$ cat config.mk
export PLATFORM = sky130hd
export DESIGN_NAME = imac_top
export DESIGN_NICKNAME = d
export VERILOG_FILES = /design/src/imac_pkg.sv /design/src/imac_top.sv /design/src/imac_sync.sv
export SDC_FILE = /design/constraint.sdc
export NUM_CORES = 1
export LEC_CHECK = 0
export ABC_AREA = 1
export BUFFER_PORTS_ARGS = -buffer_cell sky130_fd_sc_hd__buf_4
export CAP_MARGIN = 30
export CORE_MARGIN = 2
export CORE_UTILIZATION = 37
export CTS_CLUSTER_DIAMETER = 60
export DETAILED_ROUTE_END_ITERATION = 8
export GPL_ROUTABILITY_DRIVEN = 0
export REMOVE_ABC_BUFFERS = 1
export SYNTH_ARGS = -nofsm -noshare
export SYNTH_HDL_FRONTEND = slang
export SYNTH_HIERARCHICAL = 1
export SYNTH_SLANG_ARGS = --single-unit
$ cat constraint.sdc
create_clock -name clk -period 4.6 [get_ports clk]
set_clock_uncertainty 0.15 [all_clocks]
set_input_delay 1.38 -clock clk [delete_from_list [all_inputs] [get_ports clk]]
set_output_delay 1.38 -clock clk [all_outputs]
set_load 0.02 [all_outputs]
$ cat src/imac_pkg.sv
// Package: constants, register map and carrier types for the I2C mode and address configuration block
//
// Notes on behaviour
// - Rate field value 1 standard, 2 fast/fast-plus, 3 high-speed.
// - Rate write outside one..maximum is replaced by the maximum rate value.
// - Rate field resets to two.
// - Control bit 0 enables controller role; resets to one.
// - Target-address register written only while block is disabled.
// - Target bit 11 enables special command chosen by bit 10.
// - Bit 10 clear is general call, set is start byte; both reset zero.
// - After general call a queued read aborts and sets raw abort bit 6.
// - General-call operation persists until software clears bit 11.
// - Ten-bit target address used for transactions, ignored for general call, resets 0x055.
// - Equal target and own addresses: controller may not address itself.
// - Target-address register is 12 bits; bits 31 to 12 read zero.
// - Own address ten bits, resets 0x055; seven-bit match uses low seven bits.
// - Own-address writes while enabled are discarded.
// - Target-disable bit 6 set means no target-role action.
// - Seven-bit target mode ignores ten-bit transfers; ten-bit mode matches all bits.

`default_nettype none

package imac_pkg;

   // ----------------------------------------------------------------------
   // Register offsets
   // ----------------------------------------------------------------------
   localparam logic [7:0] OFS_CONTROL = 8'h00;
   localparam logic [7:0] OFS_REMOTE = 8'h04;
   localparam logic [7:0] OFS_OWN = 8'h08;
   localparam logic [7:0] OFS_BLOCK_ON = 8'h6C;
   localparam logic [7:0] OFS_RAW_EVENT = 8'h34;
   localparam logic [7:0] OFS_STATE = 8'h70;

   // ----------------------------------------------------------------------
   // Field positions
   // ----------------------------------------------------------------------
   localparam int CTL_CTRL_EN_BIT = 0;
   localparam int CTL_RATE_LO = 1;
   localparam int CTL_WIDE_BIT = 3;
   localparam int CTL_TGT_OFF_BIT = 6;
   localparam int TAR_SEL_BIT = 10;
   localparam int TAR_SPECIAL_BIT = 11;
   localparam int RAW_ABORT_BIT = 6;
   localparam int STATE_TFNE_BIT = 2;

   // ----------------------------------------------------------------------
   // Rate codes, reset values and fixed address patterns
   // ----------------------------------------------------------------------
   localparam logic [1:0] RATE_STD = 2'h1;
   localparam logic [1:0] RATE_FAST = 2'h2;
   localparam logic [1:0] RATE_HIGH = 2'h3;
   localparam logic [1:0] RATE_RST = 2'h2;
   localparam logic [1:0] TOP_RATE_LIMIT = 2'h3;
   localparam logic [9:0] ADDR_RST = 10'h055;
   localparam logic [6:0] GEN_CALL_ADDR = 7'h00;
   localparam logic [6:0] WIDE_PREFIX = 7'h78;

   // Spike windows in ns, rounded up to whole clock cycles
   localparam int SPIKE_STD_NS = 50;
   localparam int SPIKE_HIGH_NS = 10;
   localparam int CLK_PERIOD_NS = 8;
   localparam int SPIKE_STD_CYC = (SPIKE_STD_NS + CLK_PERIOD_NS - 1) / CLK_PERIOD_NS;
   localparam int SPIKE_HIGH_CYC = (SPIKE_HIGH_NS + CLK_PERIOD_NS - 1) / CLK_PERIOD_NS;

   // ----------------------------------------------------------------------
   // Carrier types
   // ----------------------------------------------------------------------
   typedef enum logic [1:0] {IMAC_NORMAL, IMAC_GENCALL, IMAC_STARTBYTE} imac_special_t;

   typedef struct packed {
      logic target_role_off;
      logic target_wide_addr_sel;
      logic [1:0] rate;
      logic ctrl_en;
   } imac_cfg_t;

   typedef struct packed {
      logic special;
      logic broadcast_or_startbyte_sel;
      logic [9:0] addr;
   } imac_remote_t;

endpackage

`default_nettype wire

$ cat src/imac_top.sv
// I2C mode and address configuration: registers, target-address match and command screening
`timescale 1ns/1ps
`default_nettype none

module imac_top
(
   // Clock and reset
   input wire logic clk,
   input wire logic srst,
   // Register port
   input wire logic [7:0] reg_addr,
   input wire logic [31:0] reg_wdata,
   input wire logic reg_wr,
   input wire logic reg_rd,
   output logic [31:0] reg_rdata,
   // Link pins, sampled
   input wire logic scl_in,
   input wire logic sda_in,
   // Command screening from the transmit queue
   input wire logic cmd_valid,
   input wire logic cmd_is_read,
   input wire logic tx_fifo_pending,
   // Configuration outputs
   output logic [1:0] rate_sel,
   output logic ctrl_en,
   output logic target_active,
   output logic [9:0] tx_addr,
   output logic [1:0] special_mode,
   output logic [3:0] spike_len,
   output logic cmd_accept,
   output logic addr_match,
   output logic tx_abort_flag
);

   // ----------------------------------------------------------------------
   // Pin synchronisers
   // ----------------------------------------------------------------------
   logic scl_s;
   logic sda_s;

   imac_sync u_scl_sync
   (
      .clk(clk),
      .srst(srst),
      .pin_in(scl_in),
      .pin_out(scl_s)
   );

   imac_sync u_sda_sync
   (
      .clk(clk),
      .srst(srst),
      .pin_in(sda_in),
      .pin_out(sda_s)
   );

   // ----------------------------------------------------------------------
   // Register state
   // ----------------------------------------------------------------------
   imac_pkg::imac_cfg_t cfg_r;
   imac_pkg::imac_cfg_t cfg_nxt;
   imac_pkg::imac_remote_t remote_r;
   imac_pkg::imac_remote_t remote_nxt;
   logic [9:0] own_addr_r;
   logic [9:0] own_addr_nxt;
   logic block_on_reg_r;
   logic block_on_reg_nxt;
   logic abort_r;
   logic abort_nxt;
   logic [31:0] rdata_r;
   logic [31:0] rdata_nxt;
   logic [1:0] wr_rate;
   logic abort_event;

   always_comb
   begin
      cfg_nxt = cfg_r;
      remote_nxt = remote_r;
      own_addr_nxt = own_addr_r;
      block_on_reg_nxt = block_on_reg_r;
      abort_nxt = abort_r;
      wr_rate = reg_wdata[imac_pkg::CTL_RATE_LO +: 2];
      if (reg_wr)
      begin
         case (reg_addr)
            imac_pkg::OFS_CONTROL:
            begin
               cfg_nxt.ctrl_en = reg_wdata[imac_pkg::CTL_CTRL_EN_BIT];
               cfg_nxt.target_wide_addr_sel = reg_wdata[imac_pkg::CTL_WIDE_BIT];
               cfg_nxt.target_role_off = reg_wdata[imac_pkg::CTL_TGT_OFF_BIT];
               // Hardware guards the rate field against illegal codes
               if (wr_rate == 2'h0 || wr_rate > imac_pkg::TOP_RATE_LIMIT)
               begin
                  cfg_nxt.rate = imac_pkg::TOP_RATE_LIMIT;
               end
               else
               begin
                  cfg_nxt.rate = wr_rate;
               end
            end
            imac_pkg::OFS_REMOTE:
            begin
               if (!block_on_reg_r)
               begin
                  // Writes while enabled are dropped
                  remote_nxt = reg_wdata[11:0];
               end
            end
            imac_pkg::OFS_OWN:
            begin
               if (!block_on_reg_r)
               begin
                  own_addr_nxt = reg_wdata[9:0];
               end
            end
            imac_pkg::OFS_BLOCK_ON:
            begin
               block_on_reg_nxt = reg_wdata[0];
            end
            imac_pkg::OFS_RAW_EVENT:
            begin
               // Writing one to the abort bit clears it
               if (reg_wdata[imac_pkg::RAW_ABORT_BIT])
               begin
                  abort_nxt = 1'h0;
               end
            end
            default:
            begin
            end
         endcase
      end
      // Set wins over a clear in the same cycle
      if (abort_event)
      begin
         abort_nxt = 1'h1;
      end
   end

   // ----------------------------------------------------------------------
   // Read path
   // ----------------------------------------------------------------------
   always_comb
   begin
      rdata_nxt = 32'h00000000;
      if (reg_rd)
      begin
         case (reg_addr)
            imac_pkg::OFS_CONTROL:
            begin
               rdata_nxt[imac_pkg::CTL_CTRL_EN_BIT] = cfg_r.ctrl_en;
               rdata_nxt[imac_pkg::CTL_RATE_LO +: 2] = cfg_r.rate;
               rdata_nxt[imac_pkg::CTL_WIDE_BIT] = cfg_r.target_wide_addr_sel;
               rdata_nxt[imac_pkg::CTL_TGT_OFF_BIT] = cfg_r.target_role_off;
            end
            imac_pkg::OFS_REMOTE:
            begin
               rdata_nxt[11:0] = remote_r;
            end
            imac_pkg::OFS_OWN:
            begin
               rdata_nxt[9:0] = own_addr_r;
            end
            imac_pkg::OFS_BLOCK_ON:
            begin
               rdata_nxt[0] = block_on_reg_r;
            end
            imac_pkg::OFS_RAW_EVENT:
            begin
               rdata_nxt[imac_pkg::RAW_ABORT_BIT] = abort_r;
            end
            imac_pkg::OFS_STATE:
            begin
               rdata_nxt[imac_pkg::STATE_TFNE_BIT] = ~tx_fifo_pending;
            end
            default:
            begin
               rdata_nxt = 32'h00000000;
            end
         endcase
      end
   end

   // ----------------------------------------------------------------------
   // Special command decode and command screening
   // ----------------------------------------------------------------------
   imac_pkg::imac_special_t special_now;
   logic accept_nxt;
   logic [9:0] tx_addr_nxt;
   logic [1:0] special_nxt;

   always_comb
   begin
      special_now = imac_pkg::IMAC_NORMAL;
      // Bit 10 matters only with bit 11 set
      if (remote_r.special)
      begin
         // Stays general call until bit 11 is cleared
         if (remote_r.broadcast_or_startbyte_sel)
         begin
            special_now = imac_pkg::IMAC_STARTBYTE;
         end
         else
         begin
            special_now = imac_pkg::IMAC_GENCALL;
         end
      end
      special_nxt = special_now;
      tx_addr_nxt = remote_r.addr;
      if (special_now == imac_pkg::IMAC_GENCALL)
      begin
         tx_addr_nxt = {3'h0, imac_pkg::GEN_CALL_ADDR};
      end
      accept_nxt = 1'h0;
      abort_event = 1'h0;
      if (cmd_valid && block_on_reg_r && cfg_r.ctrl_en)
      begin
         if (special_now == imac_pkg::IMAC_GENCALL && cmd_is_read)
         begin
            abort_event = 1'h1;
         end
         else if (!cfg_r.target_role_off && tx_addr_nxt == own_addr_r && special_now == imac_pkg::IMAC_NORMAL)
         begin
            // Shared queues: no controller-to-own-target duplex transfer
            abort_event = 1'h1;
         end
         else
         begin
            accept_nxt = 1'h1;
         end
      end
   end

   // ----------------------------------------------------------------------
   // Target address match on the synchronised link
   // ----------------------------------------------------------------------
   // Address bits shift in on rising SCL; byte boundaries framed by START.
   logic scl_d_r;
   logic sda_d_r;
   logic [3:0] bit_cnt_r;
   logic [3:0] bit_cnt_nxt;
   logic [7:0] shift_r;
   logic [7:0] shift_nxt;
   logic [7:0] first_byte_r;
   logic [7:0] first_byte_nxt;
   logic byte_idx_r;
   logic byte_idx_nxt;
   logic match_r;
   logic match_nxt;
   logic [7:0] shifted;

   always_comb
   begin
      bit_cnt_nxt = bit_cnt_r;
      shift_nxt = shift_r;
      first_byte_nxt = first_byte_r;
      byte_idx_nxt = byte_idx_r;
      match_nxt = match_r;
      shifted = {shift_r[6:0], sda_s};
      if (scl_s && sda_d_r && !sda_s)
      begin
         // START or repeated START
         bit_cnt_nxt = 4'h0;
         byte_idx_nxt = 1'h0;
         match_nxt = 1'h0;
      end
      else if (scl_s && !sda_d_r && sda_s)
      begin
         match_nxt = 1'h0;
      end
      else if (scl_s && !scl_d_r)
      begin
         if (bit_cnt_r == 4'h8)
         begin
            bit_cnt_nxt = 4'h0;
         end
         else
         begin
            shift_nxt = shifted;
            bit_cnt_nxt = bit_cnt_r + 4'h1;
            if (bit_cnt_r == 4'h7 && !cfg_r.target_role_off && block_on_reg_r)
            begin
               byte_idx_nxt = 1'h1;
               if (!byte_idx_r)
               begin
                  first_byte_nxt = shifted;
                  if (cfg_r.target_wide_addr_sel)
                  begin
                     match_nxt = 1'h0;
                  end
                  else if (shifted[7:3] != imac_pkg::WIDE_PREFIX[6:2])
                  begin
                     match_nxt = (shifted[7:1] == own_addr_r[6:0]);
                  end
               end
               else if (cfg_r.target_wide_addr_sel && first_byte_r[7:3] == imac_pkg::WIDE_PREFIX[6:2])
               begin
                  match_nxt = ({first_byte_r[2:1], shifted} == own_addr_r);
               end
            end
         end
      end
   end

   always_ff @(posedge clk)
   begin
      if (srst)
      begin
         cfg_r <= '{target_role_off: 1'h1, target_wide_addr_sel: 1'h0,
                    rate: imac_pkg::RATE_RST, ctrl_en: 1'h1};
         remote_r <= '{special: 1'h0, broadcast_or_startbyte_sel: 1'h0, addr: imac_pkg::ADDR_RST};
         own_addr_r <= imac_pkg::ADDR_RST;
         block_on_reg_r <= 1'h0;
         abort_r <= 1'h0;
         rdata_r <= 32'h00000000;
         scl_d_r <= 1'h1;
         sda_d_r <= 1'h1;
         bit_cnt_r <= 4'h0;
         shift_r <= 8'h00;
         first_byte_r <= 8'h00;
         byte_idx_r <= 1'h0;
         match_r <= 1'h0;
         rate_sel <= imac_pkg::RATE_RST;
         ctrl_en <= 1'h1;
         target_active <= 1'h0;
         tx_addr <= imac_pkg::ADDR_RST;
         special_mode <= 2'h0;
         spike_len <= 4'h0;
         cmd_accept <= 1'h0;
      end
      else
      begin
         cfg_r <= cfg_nxt;
         remote_r <= remote_nxt;
         own_addr_r <= own_addr_nxt;
         block_on_reg_r <= block_on_reg_nxt;
         abort_r <= abort_nxt;
         rdata_r <= rdata_nxt;
         scl_d_r <= scl_s;
         sda_d_r <= sda_s;
         bit_cnt_r <= bit_cnt_nxt;
         shift_r <= shift_nxt;
         first_byte_r <= first_byte_nxt;
         byte_idx_r <= byte_idx_nxt;
         match_r <= match_nxt;
         rate_sel <= cfg_r.rate;
         ctrl_en <= cfg_r.ctrl_en;
         target_active <= block_on_reg_r & ~cfg_r.target_role_off;
         tx_addr <= tx_addr_nxt;
         special_mode <= special_nxt;
         // Spike window follows the rate even in target-only use
         spike_len <= (cfg_r.rate == imac_pkg::RATE_HIGH) ? 4'(imac_pkg::SPIKE_HIGH_CYC)
                                                           : 4'(imac_pkg::SPIKE_STD_CYC);
         cmd_accept <= accept_nxt;
      end
   end

   assign reg_rdata = rdata_r;
   assign addr_match = match_r;
   assign tx_abort_flag = abort_r;

endmodule

`default_nettype wire

$ cat src/imac_sync.sv
// Three-stage synchroniser with agreement filter for one link pin
`timescale 1ns/1ps
`default_nettype none

module imac_sync
(
   // Clock and reset
   input wire logic clk,
   input wire logic srst,
   // Pin
   input wire logic pin_in,
   output logic pin_out
);

   logic [2:0] stage_r;
   logic [2:0] stage_nxt;
   logic level_r;
   logic level_nxt;

   always_comb
   begin
      stage_nxt = {stage_r[1:0], pin_in};
      level_nxt = level_r;
      // First stage is read only by the second
      if (stage_r[1] == stage_r[2])
      begin
         level_nxt = stage_r[2];
      end
   end

   always_ff @(posedge clk)
   begin
      if (srst)
      begin
         stage_r <= 3'h7;
         level_r <= 1'h1;
      end
      else
      begin
         stage_r <= stage_nxt;
         level_r <= level_nxt;
      end
   end

   assign pin_out = level_r;

endmodule

`default_nettype wire

==> out/results.txt <==
Top-area cell type share of the netlist area: 44.9%
CTS tree: yes
Top post-synthesis cells by area: dfxtp_1, nand2_1, inv_1, nor2_1, buf_4
Final TNS setup: 0 ns
Placed wire-length estimate: 6770 um
I/O Pins: 104
Root Buffer: clkbuf_8
Pint: 0.00118 W
Filler cells: 1113
Max Root-Sink Buffers: 2
Grt ovf: 0
Die area: 11700 um2
Layout cells sized above 1: 20.1%
Final Net Count: 629
Chip height: 108 um
Maxcap violations: 0
Worst flop-to-flop path endpoint: first_byte_r[7]$_SDFFE_PP0P_
Post-CTS setup buffers: 0
Yosys Warn Count: 6
Post-layout util: 44.3%
Headroom to the max-slew limit: 64.8%
Reg clk slew, reported paths: 0.09 ns
DRT antenna net count: 0
Fmax: 0.405 GHz
Ant. Diodes: 0
Rows: 38
Worst setup path start: srst
Sequential Power Share: 51.8%
Critical path peak fanout: 49
Number of synthesized flops with an enable pin: 0
WL final: 9090 um
Critical path required time: 4.76 ns
Vias in the first global route: 3146
P&R area growth vs syn: 18.0%
Worst setup path endpoint: tx_abort_flag$_SDFFE_PP0P_
Tightest Pin Transition: 0.527 ns
H-tree levels: 3
Crit path DAT: 2.63 ns
Largest net degree at the start of global routing: 50
Worst R2R Start: bit_cnt_r[0]$_SDFFE_PP0P_
Avg WL per Cell: 12.6 um
Residual DRC: 0
Synth Register Bits: 90
Crit share post-route: 53.7%
Global-route wire length before repair: 14800 um
Comb power frac: 5.3%
Antenna violations before repair: 0
Endpoints failing setup: 0
Starting density of the core: 37.5%
CP Class: primary input to flip-flop
Hold_buf cts: 0
Sink Count: 90
Core area: 10700 um2
Clock share of power: 42.8%
Synthesized area: 4010 um2
DR vias: 3364
GRT Total Usage: 16.5%
Iter 0 DRT Violations: 159
Synth cell types: 41
Most frequent cells after synthesis: nand2_1, dfxtp_1, inv_1
CTS buffer count: 9
Slew Viols, Final: 0
Clk_lat worst skew: 0.36 ns
Worst Hold Class: flip-flop to flip-flop
P per Cell Area: 320 nW/um2
Post-synth top area cell: dfxtp_1
Fin crit period: 2.47 ns
Switching power: 0.000332 W
Final Hold Violating Endpoints: 0
Critical path endpoint category: flip-flop
Hold Path Depth: 1
Mapped Cells: 518
Switch share: 21.9%
Avg Cell Area, Syn: 7.75 um2
Die width: 108 um
Routed vias/inst: 4.66
Port bufs: 62
Drt first pass iters: 5
PostCTS Resize Cnt: 0
Worst vdd ir: 164 uV
Post-synthesis sequential area ratio: 44.9%
Unrepaired setup endpoints after global routing: false
Post-synth ARST share: 0%
Top-count cell post-synth: nand2_1
Outcome: complete, no violations
Crit path launch type: primary input
Worst reg2reg setup slack: 2.82 ns
Top_reg_cell synth: dfxtp_1
Static Leak: 2.12 nW
R2r worst-path depth: 9
-- worst min path at each step --
stage	from	to	slack, ns
3_3_place_gp	u_sda_sync/stage_r[0]$_SDFF_PP1_	u_sda_sync/stage_r[1]$_SDFF_PP1_	0.24
5_1_grt	u_sda_sync/stage_r[0]$_SDFF_PP1_	u_sda_sync/stage_r[1]$_SDFF_PP1_	0.27
3_5_place_dp	u_sda_sync/stage_r[0]$_SDFF_PP1_	u_sda_sync/stage_r[1]$_SDFF_PP1_	0.25
2_1_floorplan	u_scl_sync/stage_r[0]$_SDFF_PP1_	u_scl_sync/stage_r[1]$_SDFF_PP1_	0.24
4_1_cts	u_scl_sync/stage_r[0]$_SDFF_PP1_	u_scl_sync/stage_r[1]$_SDFF_PP1_	0.27
6_report	u_sda_sync/stage_r[0]$_SDFF_PP1_	u_sda_sync/stage_r[1]$_SDFF_PP1_	0.26
-- metal layers --
layer	vias to the layer above	global-route usage, %	part of all wire (%)
li1	1749	-	-
met1	1498	19.8	44
met2	97	26.7	47
met3	20	4.70	5.7
met4	0	8.70	3.6
met5	-	0	0
-- kinds of logic (layout without fill, tap and decap cells) --
family,count (synthesis),after routing,synth area share (%)
buffers and inverters,107,151,13.1
other,1,21,0.0935
AOI/OAI and AO/OA,99,99,15.3
adders and majority gates,2,2,0.624
DFF,90,90,44.9
and+or+nand+nor,213,213,24.7
xor gates and xnor gates,6,6,1.31
-- area by class of cell --
cell class | count | area (um2) | share of cell area [%]
clock buffer | 10 | 138 | 2.91
sequential | 90 | 1800 | 38.1
multi-input combinational | 341 | 1760 | 37.2
inverter | 73 | 283 | 5.97
clock inverter | 5 | 103 | 2.17
tap | 140 | 175 | 3.70
timing repair buffer | 63 | 473 | 9.99
-- cell usage in the layout (no fill, tap or decap), types with 2 or more instances in the layout --
cell type,instances
or2_1,4
nand2_2,2
nor2_4,7
nor2_1,54
o211ai_2,2
o211ai_1,10
bufinv_16,3
clkbuf_8,10
conb_1,21
o21ai_0,24
dfxtp_1,90
o22ai_1,11
a21oi_1,27
nand3_1,17
inv_2,5
nand2_4,4
o21ai_2,4
buf_4,63
xor2_1,3
o221ai_1,3
nand2_1,102
nor3_1,7
xnor2_1,3
ha_1,2
a211oi_2,2
nand4_1,9
o21ai_1,8
a21oi_2,4
clkinv_2,2
nor2_2,4
inv_1,65
a31oi_1,2
-- critical path: stages --
cell     delay, ns
buf_4         0.22
inv_1         0.10
buf_4         0.45
nand4_1       0.26
inv_1         0.10
nand2_1       0.05
nand2_1       0.04
-- state kept, by name, summed over array words and instances (netlist names), 2 cells and up --
name and cells:
bit_cnt_r 4, cfg_r 5, first_byte_r 7, own_addr_r 10, rate_sel 2, reg_rdata 12, remote_r 12, shift_r 7
special_mode 2, spike_len 2, tx_addr 10, u_scl_sync/stage_r 3, u_sda_sync/stage_r 3
-- power groups by stage --
stage                     logic (W)  clock network, W  registers, W
after floorplan           0.0000417                 0      0.000805
after global placement    0.0000798                 0      0.000803
after detailed placement  0.0000809                 0      0.000803
after CTS                 0.0000810          0.000661      0.000785
after global routing      0.0000887          0.000690      0.000785
final                     0.0000809          0.000648      0.000784
-- metrics by stage --
step / setup WS [ns] / total power (W) / hold WS [ns] / cell area (um2) / cells
floorplan: 1.65 / 0.000846 / 0.235 / 3850 / 504
global placement: 1.79 / 0.000883 / 0.243 / 4490 / 707
detailed placement: 1.76 / 0.000884 / 0.247 / 4490 / 707
CTS: 2.16 / 0.00153 / 0.267 / 4730 / 722
global route: 2.03 / 0.00156 / 0.272 / 4730 / 722
finish: 2.13 / 0.00151 / 0.263 / 4730 / 722
(Power assumes the default switching activity.)
